===== src/logic/udi_pkg.sv =====
// shared constants of the block
`default_nettype none
package udi_pkg;
  // axi4-lite geometry
  localparam int AXI_AW = 8;             // byte address width
  localparam int AXI_DW = 32;            // data width
  localparam int AXI_SW = 4;             // strobe width
  localparam logic [1:0] RESP_OKAY = 2'h0;   // normal answer
  localparam logic [1:0] RESP_SLVERR = 2'h2; // unmapped address

  // register byte addresses
  localparam logic [AXI_AW-1:0] OFS_INT_STATUS = 8'h18;   // w1c event status
  localparam logic [AXI_AW-1:0] OFS_DMA_MASK = 8'h54;     // dma reason mask
  localparam logic [AXI_AW-1:0] OFS_DMA_EP_SEL = 8'h58;   // dma endpoint select
  localparam logic [AXI_AW-1:0] OFS_ALERT_STATUS = 8'h5c; // read-clear alerts
  localparam logic [AXI_AW-1:0] OFS_ALERT_MASK = 8'h60;   // alert mask

  // interrupt status layout
  localparam int STAT_W = 32;
  localparam int BIT_BUS_RESET = 0;
  localparam int BIT_SOF = 1;
  localparam int BIT_PSEUDO_FRAME_FLAG = 2;
  localparam int BIT_SUSPEND = 3;
  localparam int BIT_RESUME = 4;
  localparam int BIT_HS_CHANGE = 5;
  localparam int BIT_DMA = 6;
  localparam int BIT_SETUP = 8;
  localparam int BIT_EP_BASE = 10;       // ep n receive at base+2n, transmit one above
  localparam int NUM_EP = 8;
  localparam logic [STAT_W-1:0] STAT_IMPL = 32'h03ff_fd7f; // implemented bits
  localparam logic [STAT_W-1:0] STAT_RESET = 32'h0000_0000;

  // dma reason mask layout
  localparam int DMA_MASK_W = 16;
  localparam logic [DMA_MASK_W-1:0] DMA_MASK_IMPL = 16'h1ffe;
  localparam logic [DMA_MASK_W-1:0] DMA_MASK_RESET = 16'h0000;

  // dma endpoint select layout
  localparam int EPSEL_W = 8;
  localparam int EPSEL_DIR_BIT = 0;
  localparam int EPSEL_NUM_LSB = 1;
  localparam int EPSEL_NUM_W = 3;
  localparam logic [EPSEL_W-1:0] EPSEL_IMPL = 8'h0f;
  localparam logic [EPSEL_W-1:0] EPSEL_RESET = 8'h00;

  // alert status layout
  localparam int ALERT_W = 2;
  localparam int ALERT_CLASH = 0;        // dma and index point at one endpoint
  localparam int ALERT_BUS_RESET = 1;    // bus reset seen
  localparam logic [ALERT_W-1:0] ALERT_RESET = 2'h0;

  // frame timing
  localparam int CLK_HZ = 25_000_000;
  localparam int FS_FRAME_MS = 1;        // full speed frame period
  localparam int HS_FRAME_US = 125;      // high speed microframe period
  localparam int FS_FRAME_CYCLES = CLK_HZ / 1000 * FS_FRAME_MS;
  localparam int HS_FRAME_CYCLES = CLK_HZ / 1_000_000 * HS_FRAME_US;
  localparam int FRAME_CNT_W = 15;
endpackage
`default_nettype wire


===== src/logic/udi_pframe_gen.sv =====
`timescale 1ns/10ps
`default_nettype none
// pseudo frame tick, restarted by every received frame marker
module udi_pframe_gen #(
  parameter int FS_CYCLES = udi_pkg::FS_FRAME_CYCLES,
  parameter int HS_CYCLES = udi_pkg::HS_FRAME_CYCLES
) (
  input wire logic aclk,
  input wire logic aresetn,
  input wire logic bus_reset_evt,
  input wire logic sof_evt,
  input wire logic hs_mode,
  output logic pseudo_frame_flag_tick
);
  logic [udi_pkg::FRAME_CNT_W-1:0] count_r; // cycles since last frame
  logic [udi_pkg::FRAME_CNT_W-1:0] last_cnt; // terminal count for speed
  logic wrap; // period elapsed without a marker

  // speed picks the period
  assign last_cnt = hs_mode ? udi_pkg::FRAME_CNT_W'(HS_CYCLES - 1)
                            : udi_pkg::FRAME_CNT_W'(FS_CYCLES - 1);
  assign wrap = (count_r >= last_cnt);

  // counter and tick
  always_ff @(posedge aclk) begin
    if (!aresetn || bus_reset_evt) begin
      count_r <= '0;
      pseudo_frame_flag_tick <= 1'b0;
    end else if (sof_evt) begin
      count_r <= '0;
      pseudo_frame_flag_tick <= 1'b1;
    end else begin
      count_r <= wrap ? '0 : count_r + 1'b1;
      pseudo_frame_flag_tick <= wrap;
    end
  end
endmodule // udi_pframe_gen
`default_nettype wire


===== src/logic/udi_irq_dma_sel.sv =====
// The implementer's own choice: the AXI4-Lite interface to the registers.
`timescale 1ns/10ps
`default_nettype none
module udi_irq_dma_sel #(
  parameter int FS_CYCLES = udi_pkg::FS_FRAME_CYCLES,
  parameter int HS_CYCLES = udi_pkg::HS_FRAME_CYCLES
) (
  input wire logic aclk,
  input wire logic aresetn,
  // axi4-lite write address
  input wire logic [udi_pkg::AXI_AW-1:0] s_axi_awaddr,
  input wire logic [2:0] s_axi_awprot,
  input wire logic s_axi_awvalid,
  output logic s_axi_awready,
  // axi4-lite write data
  input wire logic [udi_pkg::AXI_DW-1:0] s_axi_wdata,
  input wire logic [udi_pkg::AXI_SW-1:0] s_axi_wstrb,
  input wire logic s_axi_wvalid,
  output logic s_axi_wready,
  // axi4-lite write response
  output logic [1:0] s_axi_bresp,
  output logic s_axi_bvalid,
  input wire logic s_axi_bready,
  // axi4-lite read address
  input wire logic [udi_pkg::AXI_AW-1:0] s_axi_araddr,
  input wire logic [2:0] s_axi_arprot,
  input wire logic s_axi_arvalid,
  output logic s_axi_arready,
  // axi4-lite read data
  output logic [udi_pkg::AXI_DW-1:0] s_axi_rdata,
  output logic [1:0] s_axi_rresp,
  output logic s_axi_rvalid,
  input wire logic s_axi_rready,
  // usb core event pulses and speed level
  input wire logic bus_reset_evt,
  input wire logic sof_evt,
  input wire logic suspend_evt,
  input wire logic resume_evt,
  input wire logic hs_mode,
  input wire logic control_setup_evt,
  input wire logic [udi_pkg::NUM_EP-1:0] ep_transmit_evt,
  input wire logic [udi_pkg::NUM_EP-1:0] ep_receive_evt,
  // dma reason flags and engine state
  input wire logic [udi_pkg::DMA_MASK_W-1:0] dma_reason_flags,
  input wire logic dma_active,
  input wire logic [udi_pkg::EPSEL_NUM_W-1:0] ep_index_number,
  // outputs
  output logic irq_out,
  output logic alert_irq,
  output logic [udi_pkg::EPSEL_NUM_W-1:0] dma_ep_number,
  output logic dma_direction,
  output logic [udi_pkg::NUM_EP-1:0] dma_receive_buf_sel,
  output logic [udi_pkg::NUM_EP-1:0] dma_transmit_buf_sel
);

  // address match, used by both read and write decode
  function automatic logic addr_is(input logic [udi_pkg::AXI_AW-1:0] addr,
                                   input logic [udi_pkg::AXI_AW-1:0] ofs);
    addr_is = (addr[udi_pkg::AXI_AW-1:2] == ofs[udi_pkg::AXI_AW-1:2]);
  endfunction

  // registers
  logic [udi_pkg::STAT_W-1:0] int_status_r; // w1c event status
  logic [udi_pkg::STAT_W-1:0] int_status_nxt;
  logic [udi_pkg::DMA_MASK_W-1:0] dma_irq_mask_r; // dma reason enables
  logic [udi_pkg::DMA_MASK_W-1:0] dma_irq_mask_nxt;
  logic [udi_pkg::EPSEL_W-1:0] dma_endpoint_select_r; // endpoint and direction
  logic [udi_pkg::EPSEL_W-1:0] dma_endpoint_select_nxt;
  logic [udi_pkg::ALERT_W-1:0] alert_status_r; // read-clear alerts
  logic [udi_pkg::ALERT_W-1:0] alert_status_nxt;
  logic [udi_pkg::ALERT_W-1:0] alert_mask_r; // alert enables
  logic [udi_pkg::ALERT_W-1:0] alert_mask_nxt;

  // event history
  logic [udi_pkg::DMA_MASK_W-1:0] dma_masked_prev_r; // enabled flags last cycle
  logic hs_mode_prev_r; // speed last cycle
  logic clash_prev_r; // endpoint clash last cycle

  // bus slave state
  logic aw_full_r; // write address held
  logic w_full_r; // write data held
  logic [udi_pkg::AXI_AW-1:0] aw_addr_r; // held write address
  logic [udi_pkg::AXI_DW-1:0] w_data_r; // held write data
  logic [udi_pkg::AXI_SW-1:0] w_strb_r; // held strobes

  // handshakes
  wire aw_hs = s_axi_awvalid & s_axi_awready;
  wire w_hs = s_axi_wvalid & s_axi_wready;
  wire b_hs = s_axi_bvalid & s_axi_bready;
  wire ar_hs = s_axi_arvalid & s_axi_arready;
  wire r_hs = s_axi_rvalid & s_axi_rready;

  // write fires once both halves are held and no response is pending
  wire wr_fire = aw_full_r & w_full_r & ~s_axi_bvalid;

  // write decode
  wire wr_status = wr_fire & addr_is(aw_addr_r, udi_pkg::OFS_INT_STATUS);
  wire wr_mask = wr_fire & addr_is(aw_addr_r, udi_pkg::OFS_DMA_MASK);
  wire wr_epsel = wr_fire & addr_is(aw_addr_r, udi_pkg::OFS_DMA_EP_SEL);
  wire wr_alert = wr_fire & addr_is(aw_addr_r, udi_pkg::OFS_ALERT_STATUS);
  wire wr_amask = wr_fire & addr_is(aw_addr_r, udi_pkg::OFS_ALERT_MASK);
  wire wr_hit = wr_status | wr_mask | wr_epsel | wr_alert | wr_amask;

  // read decode
  wire rd_status = addr_is(s_axi_araddr, udi_pkg::OFS_INT_STATUS);
  wire rd_mask = addr_is(s_axi_araddr, udi_pkg::OFS_DMA_MASK);
  wire rd_epsel = addr_is(s_axi_araddr, udi_pkg::OFS_DMA_EP_SEL);
  wire rd_alert = addr_is(s_axi_araddr, udi_pkg::OFS_ALERT_STATUS);
  wire rd_amask = addr_is(s_axi_araddr, udi_pkg::OFS_ALERT_MASK);
  wire rd_hit = rd_status | rd_mask | rd_epsel | rd_alert | rd_amask;

  // byte strobes widened to a bit mask
  logic [udi_pkg::AXI_DW-1:0] strb_bits;
  genvar gb;
  generate
    for (gb = 0; gb < udi_pkg::AXI_SW; gb++) begin : g_strb
      assign strb_bits[gb*8 +: 8] = {8{w_strb_r[gb]}};
    end
  endgenerate
  wire [udi_pkg::AXI_DW-1:0] wbits = w_data_r & strb_bits; // ones written

  // pseudo frame generator
  logic pseudo_frame_flag_tick; // one-cycle pseudo frame pulse
  udi_pframe_gen #(
    .FS_CYCLES(FS_CYCLES),
    .HS_CYCLES(HS_CYCLES)
  ) u_pframe (
    .aclk(aclk),
    .aresetn(aresetn),
    .bus_reset_evt(bus_reset_evt),
    .sof_evt(sof_evt),
    .hs_mode(hs_mode),
    .pseudo_frame_flag_tick(pseudo_frame_flag_tick)
  );

  // event set vector
  logic [udi_pkg::STAT_W-1:0] set_vec; // hardware sets this cycle
  wire [udi_pkg::DMA_MASK_W-1:0] dma_masked = dma_reason_flags & dma_irq_mask_r;
  wire dma_summary_set = |(dma_masked & ~dma_masked_prev_r);
  wire hs_set = hs_mode & ~hs_mode_prev_r & ~suspend_evt;

  // bus event positions
  assign set_vec[udi_pkg::BIT_BUS_RESET] = bus_reset_evt;
  assign set_vec[udi_pkg::BIT_SOF] = sof_evt;
  assign set_vec[udi_pkg::BIT_PSEUDO_FRAME_FLAG] = pseudo_frame_flag_tick;
  assign set_vec[udi_pkg::BIT_SUSPEND] = suspend_evt;
  assign set_vec[udi_pkg::BIT_RESUME] = resume_evt;
  assign set_vec[udi_pkg::BIT_HS_CHANGE] = hs_set;
  assign set_vec[udi_pkg::BIT_DMA] = dma_summary_set;
  assign set_vec[udi_pkg::BIT_DMA+1] = 1'b0; // reserved
  assign set_vec[udi_pkg::BIT_SETUP] = control_setup_evt;
  assign set_vec[udi_pkg::BIT_SETUP+1] = 1'b0; // reserved
  assign set_vec[udi_pkg::STAT_W-1:udi_pkg::BIT_EP_BASE+2*udi_pkg::NUM_EP] = '0;

  // one receive and one transmit bit per endpoint
  genvar ge;
  generate
    for (ge = 0; ge < udi_pkg::NUM_EP; ge++) begin : g_ep
      assign set_vec[udi_pkg::BIT_EP_BASE + 2*ge] = ep_receive_evt[ge];
      assign set_vec[udi_pkg::BIT_EP_BASE + 2*ge + 1] = ep_transmit_evt[ge];
    end
  endgenerate

  // status next value
  // w1c clear loses to a set in the same cycle
  wire [udi_pkg::STAT_W-1:0] status_clr = wr_status ? wbits : '0;
  wire [udi_pkg::STAT_W-1:0] status_kept = (int_status_r & ~status_clr) | set_vec;
  wire [udi_pkg::STAT_W-1:0] status_after_reset =
    udi_pkg::STAT_W'(1) << udi_pkg::BIT_BUS_RESET;
  assign int_status_nxt = (bus_reset_evt ? status_after_reset : status_kept)
                          & udi_pkg::STAT_IMPL;

  // mask and endpoint select next values
  wire [udi_pkg::DMA_MASK_W-1:0] mask_lanes = strb_bits[udi_pkg::DMA_MASK_W-1:0];
  wire [udi_pkg::DMA_MASK_W-1:0] mask_written =
    (dma_irq_mask_r & ~mask_lanes) | (w_data_r[udi_pkg::DMA_MASK_W-1:0] & mask_lanes);
  assign dma_irq_mask_nxt = bus_reset_evt ? udi_pkg::DMA_MASK_RESET :
                            wr_mask ? (mask_written & udi_pkg::DMA_MASK_IMPL) :
                            dma_irq_mask_r;

  wire epsel_lane = w_strb_r[0];
  assign dma_endpoint_select_nxt =
    bus_reset_evt ? udi_pkg::EPSEL_RESET :
    (wr_epsel && epsel_lane) ? (w_data_r[udi_pkg::EPSEL_W-1:0] & udi_pkg::EPSEL_IMPL) :
    dma_endpoint_select_r;

  // decoded selection from the next value, so outputs track the register
  wire [udi_pkg::EPSEL_NUM_W-1:0] ep_num_nxt =
    dma_endpoint_select_nxt[udi_pkg::EPSEL_NUM_LSB +: udi_pkg::EPSEL_NUM_W];
  wire dir_nxt = dma_endpoint_select_nxt[udi_pkg::EPSEL_DIR_BIT];
  wire [udi_pkg::NUM_EP-1:0] ep_onehot = udi_pkg::NUM_EP'(1) << ep_num_nxt;

  // alert status
  // clash between dma endpoint and the index endpoint is flagged, not blocked
  wire clash = dma_active & (ep_index_number == dma_ep_number);
  logic [udi_pkg::ALERT_W-1:0] alert_set;
  assign alert_set[udi_pkg::ALERT_CLASH] = clash & ~clash_prev_r;
  assign alert_set[udi_pkg::ALERT_BUS_RESET] = bus_reset_evt;
  wire alert_rd_clr = ar_hs & rd_alert; // a read clears
  assign alert_status_nxt = (alert_rd_clr ? udi_pkg::ALERT_RESET : alert_status_r)
                            | alert_set;
  assign alert_mask_nxt = (wr_amask && w_strb_r[0]) ? w_data_r[udi_pkg::ALERT_W-1:0]
                                                      : alert_mask_r;

  // read data mux
  logic [udi_pkg::AXI_DW-1:0] rd_data; // selected register
  assign rd_data =
    rd_status ? int_status_r :
    rd_mask ? {{(udi_pkg::AXI_DW-udi_pkg::DMA_MASK_W){1'b0}}, dma_irq_mask_r} :
    rd_epsel ? {{(udi_pkg::AXI_DW-udi_pkg::EPSEL_W){1'b0}}, dma_endpoint_select_r} :
    rd_alert ? {{(udi_pkg::AXI_DW-udi_pkg::ALERT_W){1'b0}}, alert_status_r} :
    rd_amask ? {{(udi_pkg::AXI_DW-udi_pkg::ALERT_W){1'b0}}, alert_mask_r} :
    '0;

  // register storage
  // status, masks and select
  always_ff @(posedge aclk) begin
    if (!aresetn) begin
      int_status_r <= udi_pkg::STAT_RESET;
      dma_irq_mask_r <= udi_pkg::DMA_MASK_RESET;
      dma_endpoint_select_r <= udi_pkg::EPSEL_RESET;
      alert_status_r <= udi_pkg::ALERT_RESET;
      alert_mask_r <= udi_pkg::ALERT_RESET;
    end else begin
      int_status_r <= int_status_nxt;
      dma_irq_mask_r <= dma_irq_mask_nxt;
      dma_endpoint_select_r <= dma_endpoint_select_nxt;
      alert_status_r <= alert_status_nxt;
      alert_mask_r <= alert_mask_nxt;
    end
  end

  // edge history for event detection
  always_ff @(posedge aclk) begin
    if (!aresetn) begin
      dma_masked_prev_r <= '0;
      hs_mode_prev_r <= 1'b0;
      clash_prev_r <= 1'b0;
    end else begin
      dma_masked_prev_r <= dma_masked;
      hs_mode_prev_r <= hs_mode;
      clash_prev_r <= clash;
    end
  end

  // registered outputs, in step with the registers they reflect
  always_ff @(posedge aclk) begin
    if (!aresetn) begin
      irq_out <= 1'b0;
      alert_irq <= 1'b0;
      dma_ep_number <= '0;
      dma_direction <= 1'b0;
      dma_receive_buf_sel <= '0;
      dma_transmit_buf_sel <= '0;
    end else begin
      irq_out <= |int_status_nxt;
      alert_irq <= |(alert_status_nxt & alert_mask_nxt);
      dma_ep_number <= ep_num_nxt;
      dma_direction <= dir_nxt;
      dma_receive_buf_sel <= dir_nxt ? '0 : ep_onehot;
      dma_transmit_buf_sel <= dir_nxt ? ep_onehot : '0;
    end
  end

  // write channels
  // address and data are taken in either order, then held until the write fires
  always_ff @(posedge aclk) begin
    if (!aresetn) begin
      aw_full_r <= 1'b0;
      aw_addr_r <= '0;
      s_axi_awready <= 1'b1;
    end else if (aw_hs) begin
      aw_full_r <= 1'b1;
      aw_addr_r <= s_axi_awaddr;
      s_axi_awready <= 1'b0;
    end else begin
      aw_full_r <= aw_full_r & ~wr_fire;
      s_axi_awready <= s_axi_awready | b_hs; // reopen after response
    end
  end

  // data channel hold
  always_ff @(posedge aclk) begin
    if (!aresetn) begin
      w_full_r <= 1'b0;
      w_data_r <= '0;
      w_strb_r <= '0;
      s_axi_wready <= 1'b1;
    end else if (w_hs) begin
      w_full_r <= 1'b1;
      w_data_r <= s_axi_wdata;
      w_strb_r <= s_axi_wstrb;
      s_axi_wready <= 1'b0;
    end else begin
      w_full_r <= w_full_r & ~wr_fire;
      s_axi_wready <= s_axi_wready | b_hs;
    end
  end

  // write response, one cycle after the write fires
  always_ff @(posedge aclk) begin
    if (!aresetn) begin
      s_axi_bvalid <= 1'b0;
      s_axi_bresp <= udi_pkg::RESP_OKAY;
    end else if (wr_fire) begin
      s_axi_bvalid <= 1'b1;
      s_axi_bresp <= wr_hit ? udi_pkg::RESP_OKAY : udi_pkg::RESP_SLVERR;
    end else if (b_hs) begin
      s_axi_bvalid <= 1'b0;
    end
  end

  // read channel
  // data captured at the address handshake, answered the next cycle
  always_ff @(posedge aclk) begin
    if (!aresetn) begin
      s_axi_arready <= 1'b1;
      s_axi_rvalid <= 1'b0;
      s_axi_rdata <= '0;
      s_axi_rresp <= udi_pkg::RESP_OKAY;
    end else if (ar_hs) begin
      s_axi_arready <= 1'b0;
      s_axi_rvalid <= 1'b1;
      s_axi_rdata <= rd_data;
      s_axi_rresp <= rd_hit ? udi_pkg::RESP_OKAY : udi_pkg::RESP_SLVERR;
    end else if (r_hs) begin
      s_axi_arready <= 1'b1;
      s_axi_rvalid <= 1'b0;
    end
  end

  // protection bits carry no meaning here
  wire prot_unused = ^{s_axi_awprot, s_axi_arprot};

endmodule // udi_irq_dma_sel
`default_nettype wire


===== config.mk =====
export PLATFORM = sky130hd
export DESIGN_NAME = udi_irq_dma_sel
export DESIGN_NICKNAME = d
export VERILOG_FILES = /design/src/logic/udi_pkg.sv /design/src/logic/udi_pframe_gen.sv /design/src/logic/udi_irq_dma_sel.sv
export SDC_FILE = /design/constraint.sdc
export NUM_CORES = 1
export LEC_CHECK = 0
export ABC_CLOCK_PERIOD_IN_PS = 3200
export BUFFER_PORTS_ARGS = -buffer_cell sky130_fd_sc_hd__buf_2
export CORE_ASPECT_RATIO = 0.9
export CORE_MARGIN = 2
export CORE_UTILIZATION = 52
export DETAILED_ROUTE_END_ITERATION = 8
export PLACE_DENSITY = 0.79
export SLEW_MARGIN = 0
export SYNTH_ARGS = -nofsm -noshare
export SYNTH_HDL_FRONTEND = slang
export SYNTH_SLANG_ARGS = --single-unit

===== constraint.sdc =====
create_clock -name aclk -period 3.2 [get_ports aclk]
set_input_delay 0.48 -clock aclk [delete_from_list [all_inputs] [get_ports aclk]]
set_output_delay 0.48 -clock aclk [all_outputs]
set_load 0.1 [all_outputs]

After elaboration in Yosys (flattened, before gate mapping)
Index checks and enable logic that the tools add are counted.
- register bits: 181
- input bits: 107
- logic and storage cells: 129
- add/subtract/negate cells: 1
- magnitude comparators: 1
- eq/ne operators: 11
- shift operators: 1
- multiplexer cells: 25
- bitwise operators: 48
- reductions and logical operators: 13
- operators by type and width (operator ; count):
    26-bit 2-to-1 mux ; 3
    26-bit AND ; 2
    6-bit by 5-bit == test with 1-bit output, second input constant ; 8
    13-bit AND ; 2
    26-bit inverter ; 1
    26-bit bitwise OR ; 1
    24-bit OR reduction ; 1
    1-bit AND ; 19
    16-bit by 13-bit AND with 16-bit output ; 1
    16-bit AND ; 1
    16-bit inverter ; 1
    16-bit OR reduction ; 1
    15-bit by 1-bit adder with 15-bit output, second input constant ; 1
    15-bit >= comparator ; 1
    15-bit 2-to-1 mux ; 1
    13-bit 2-to-1 mux ; 1
    13-bit inverter ; 1
    13-bit bitwise OR ; 1
    6-bit by 3-bit == test with 1-bit output, second input constant ; 2
    2-bit 2-to-1 mux ; 6
    4-bit 2-to-1 mux ; 3
    1-bit 2-to-1 mux ; 11
    1-bit bitwise OR ; 10
    1-bit by 3-bit << shifter with 8-bit output, first input constant ; 1
    other kinds (11) ; 20

Depth between registers and ports, before layout
- word-level depth: 9
- depth in mapped cells: 9
- mapped depth without buffers: 8

Modules after synthesis
A second synthesis with hierarchy kept.
- cell total of the unflattened synthesis: 759
- area, all modules: 6513.7 um^2
- modules (own cells, without submodules) (module ; times used ; cells each ; area each (um^2)):
    udi_irq_dma_sel ; 1 ; 658 ; 5624.1
    udi_pframe_gen ; 1 ; 101 ; 889.6

Worst setup path before layout
OpenSTA, ideal clock, no wires.
- path kind: register to register
- start: register s_axi_bvalid
- end: register dma_receive_buf_sel[1] in the netlist's numbering
- library setup time: 67 ps
- arrival: 2610 ps
- required time: 3133 ps
- path slack: 524 ps
- cell stages (with the launch flop): 7
- cell sequence: dfxtp_1 and3b_1 buf_4 nand4_1 mux2i_1 or3b_2 nor2_1
- cells in the longest elaborated chain, start to end: 7
- elaborated cells on any way between the ends: 8
- those cells by class: 1 x shift; 2 x mux; 3 x bitwise; 2 x reduce/logical
- ends and longest elaborated chain (element ; RTL line ; source):
    start: declaration ; udi_irq_dma_sel.sv:22 ; output logic s_axi_bvalid,
    start signal: assignment ; udi_irq_dma_sel.sv:303 ; s_axi_bvalid <= 1'b0;
    start signal: assignment ; udi_irq_dma_sel.sv:306 ; s_axi_bvalid <= 1'b1;
    start signal: assignment ; udi_irq_dma_sel.sv:309 ; s_axi_bvalid <= 1'b0;
    1-bit inverter * ; udi_irq_dma_sel.sv:94 ; wire wr_fire = aw_full_r & w_full_r & ~s_axi_bvalid;
    1-bit AND * ; udi_irq_dma_sel.sv:94 ;
    1-bit AND * ; udi_irq_dma_sel.sv:99 ; wire wr_epsel = wr_fire & addr_is(aw_addr_r, udi_pkg::OFS_DMA_EP_SEL);
    1-bit logical AND * ; udi_irq_dma_sel.sv:184 ; (wr_epsel && epsel_lane) ? (w_data_r[udi_pkg::EPSEL_W-1:0] & udi_pkg::EPSEL_IMPL) :
    4-bit 2-to-1 mux * ; udi_irq_dma_sel.sv:184 ;
    4-bit 2-to-1 mux * ; udi_irq_dma_sel.sv:183 ; bus_reset_evt ? udi_pkg::EPSEL_RESET :
    1-bit by 3-bit << shifter with 8-bit output / 2-bit OR reduction (equally long branches) ; - ;
    end signal: assignment ; udi_irq_dma_sel.sv:260 ; dma_receive_buf_sel <= dir_nxt ? '0 : ep_onehot;
    end: declaration ; udi_irq_dma_sel.sv:52 ; output logic [udi_pkg::NUM_EP-1:0] dma_receive_buf_sel,
Mark *: on every way between the ends. The rest lies on a longest branch, timed or not.
A chain may end at the register's enable or synchronous reset.

Final worst setup path
- start: register s_axi_bvalid
- end: register irq_out
- cells in the longest elaborated chain, start to end: 9
- ends and longest elaborated chain (element ; RTL line ; source):
    1-bit inverter ; udi_irq_dma_sel.sv:94 ;
    1-bit AND ; udi_irq_dma_sel.sv:94 ;
    1-bit AND ; udi_irq_dma_sel.sv:97 ; wire wr_status = wr_fire & addr_is(aw_addr_r, udi_pkg::OFS_INT_STATUS);
    26-bit 2-to-1 mux ; udi_irq_dma_sel.sv:166 ; wire [udi_pkg::STAT_W-1:0] status_clr = wr_status ? wbits : '0;
    26-bit inverter ; udi_irq_dma_sel.sv:167 ; wire [udi_pkg::STAT_W-1:0] status_kept = (int_status_r & ~status_clr) | set_vec;
    26-bit AND ; udi_irq_dma_sel.sv:167 ;
    26-bit bitwise OR ; udi_irq_dma_sel.sv:167 ;
    26-bit 2-to-1 mux ; udi_irq_dma_sel.sv:170 ; assign int_status_nxt = (bus_reset_evt ? status_after_reset : status_kept)
    24-bit OR reduction ; udi_irq_dma_sel.sv:256 ; irq_out <= |int_status_nxt;
    end signal: assignment ; udi_irq_dma_sel.sv:256 ;
    end: declaration ; udi_irq_dma_sel.sv:48 ; output logic irq_out,
Every way passes these cells.

==> out/results.ini <==
[setup_path]
required_ps=3500
critPathKind=reg -> reg
rr_startpoint=s_axi_bvalid
worst-r2r-cell-count=6
crit_path_end=irq_out
r2r_slack_ps=450
startpoint=s_axi_bvalid
cpMaxStageDelayCell=a2111oi_0
cp_cell_sequence=and3b_1, and3_2, nand3_1, a2111oi_0, nand4_1, o41a_1
path_max_fanout=13
reg2reg_to=irq_out
cp.arrival_ps=3050
max_stage_delay_ps=520
end_kind=register
critPathLaunchType=register

[clocking]
cts_resized=0
clk_latency_ps=410
clock_path_buffers=2
numCtsBuffers=17
postCtsHoldBufs=0
clk_pin_slew_ps=70
cts.sinks=163
cts-root-buf=clkbuf_16
h-tree-depth=4
postCtsSetupRepairBufs=0
cts_tree=done

[logic_synthesis]
synth_seq_area_share_pct=50.3
ys_warn_count=0
netlist_area_mm2=0.00648
synth-edff-count=0
yosysUniqueCellTypes=54
ys_seq_elements=163
postSynth.asyncResetShare_pct=0
ys.flop_type=dfxtp_1
syn_area_per_cell_um2=8.54
postSynthCellCount=759

[grt]
antenna_found_initial=0
first_global_vias=5029
overflow=0
grt_pass1_wl_um=25700
grt_max_degree=52
grt_usage_pct=24.9

[cells_and_area]
nNetsFinal=1000
utilization_pct=64.4
drive_gt1_share_pct=21.4
n_antenna_cell=0
area_delta_synth_final_pct=20.5

[die]
rows=38
fp.dieH_um=110
core_area_mm2=0.0121
die_w_um=122
io-pin-count=170
initial_utilization_pct=53.5
die-area_mm2=0.0134

[route]
routed_wl_um=16300
drc_errors=0
firstDrtPassIters=8
viasPerCell=5.46
vias=5771
drtIter0Drc=449
routedWlPerCell_um=15.5
final_antenna_net_count=0

[placed_design]
place.gp.congestion=0.876
dp_hpwl_um=12000
io_buffers=141

[timing]
fmax_mhz=363
setup_viol=0
grt_setup_unrepaired=no
drv_slew=0
hold_violations=0
finClkSkew_ps=5.71
relSlewSlack_pct=32.2
min_period_ps=2750
setup_tns_ps=0
fin_crit_sh_pct=86.1
worstMarginPinSlew_ps=1010

[job]
maxCapViolCount=0

[worst_hold_path]
hold_path_class=in -> reg

[run_status]
status=finished, final reports clean

[power_and_ir_drop]
p_per_area_mw_per_mm2=579
cellLeakagePower_uw=0.00327
ir_worst_vdd_v=0.000359

[logic make-up (layout without fill, tap and decap cells)]
group           count (synthesis)  in the layout  synth area share (%)
fa+ha+maj                      10             10                  1.93
other cells                     1              8                0.0578
simple gates                  345            345                  24.6
compound gates                143            143                  13.8
flops                         163            163                  50.3
xor+xnor                       16             16                  2.16
mux                            18             18                  2.78
buf+inv                        63            193                  4.38
[registers in the layout, indices dropped and copies added (netlist names), 2 cells and up, named ones only]
signal and cells:
dma_receive_buf_sel 8, dma_masked_prev_r 12, aw_addr_r 6, dma_transmit_buf_sel 8
alert_status_r 2, int_status_r 24, s_axi_rdata 26, alert_mask_r 2
dma_endpoint_select_r 4, w_data_r 26, u_pframe.count_r 15, w_strb_r 4
[cells in the final DEF, fill, tap and decap left out, types with 4 or more instances in the layout]
cell          n
inv_1        12
and2_1        5
dfxtp_1     163
o21a_1        4
nor3_1       26
a221oi_1      8
a41oi_1       6
mux2i_1      18
nand3b_1      4
xnor2_1       9
a31oi_1      10
and3b_1       7
conb_1        8
xor2_1        7
clkinvlp_4    7
buf_2       141
ha_1         10
buf_4         6
a22oi_1       5
nand2_1     113
nand2b_1      4
a21oi_1      75
nor2b_1      13
o22ai_1       7
nand3_1      39
o21ai_0       9
clkbuf_16    17
nand4_1      10
nor2_1      102
[metrics by stage]
stage               cell area [um^2]  setup WS (ps)  power (uW)  hold WS (ps)  cells
floorplan                       6510            524        2530           424    766
global placement                7250            575        2660           437   1024
detailed placement              7250            587        2660           442   1024
CTS                             7810            442        4550           281   1056
global route                    7810            323        4680           286   1056
finish                          7810            446        4530           298   1056
[Yosys cell counts (4+ instances only)]
| cell type | number | share of area, % |
|---|---|---|
| and2_1 | 5 | 0.48 |
| buf_4 | 10 | 1.2 |
| xor2_1 | 7 | 0.95 |
| o21a_1 | 4 | 0.46 |
| a21oi_1 | 75 | 5.8 |
| nand3_1 | 39 | 3.0 |
| a31oi_1 | 10 | 0.97 |
| clkbuf_1 | 37 | 2.1 |
| nand2b_1 | 4 | 0.39 |
| nand4_1 | 10 | 0.97 |
| nand3b_1 | 4 | 0.46 |
| nor3_1 | 26 | 2.0 |
| a221oi_1 | 8 | 1.1 |
| mux2i_1 | 18 | 2.8 |
| and3b_1 | 7 | 0.95 |
| inv_1 | 13 | 0.75 |
| o22ai_1 | 7 | 0.68 |
| o21ai_0 | 9 | 0.69 |
| dfxtp_1 | 163 | 50 |
| xnor2_1 | 9 | 1.2 |
| a41oi_1 | 6 | 0.81 |
| ha_1 | 10 | 1.9 |
| a22oi_1 | 5 | 0.58 |
| nor2b_1 | 13 | 1.3 |
| nand2_1 | 113 | 6.5 |
| nor2_1 | 102 | 5.9 |
[critical path, delay by kind of cell, from the launching register on]
| family | cells | cell delay [ps] |
|---|---|---|
| and+or+nand+nor | 4 | 1310 |
| DFF | 1 | 340 |
| AOI/OAI and AO/OA | 2 | 970 |
[metal layers]
metal	routed length (um)	track usage, %
met3	1330	5.29
met4	225	7.14
met1	7770	36.4
met5	0	0
met2	7010	37.1
[cell type report]
class | instances | area (um^2)
clock inverters | 14 | 131
inverters | 13 | 48.8
clock buffers | 18 | 429
well taps | 160 | 200
flip-flops and latches | 163 | 3260
multi-input cells | 540 | 2970
repair buffers | 148 | 771
fillers | 1073 | 4310
[power by group]
group          total [uW]  switching [uW]  internal [uW]
clock network        1900             826           1080
logic                 473             349            124
registers            2150            56.2           2090
[worst min-delay path by stage]
stage	start	end	slack (ps)	cells after the start
after floorplan	u_pframe.pseudo_frame_flag_tick	int_status_r[2]	420	2
after global placement	s_axi_rdata[20]	s_axi_rdata[20]	440	2
after detailed placement	s_axi_rdata[18]	s_axi_rdata[18]	440	2
after CTS	ep_receive_evt[7]	int_status_r[24]	280	3
after global routing	ep_receive_evt[7]	int_status_r[24]	290	3
final	ep_transmit_evt[3]	int_status_r[17]	300	3
No activity file was read; power rests on OpenSTA's default activity.
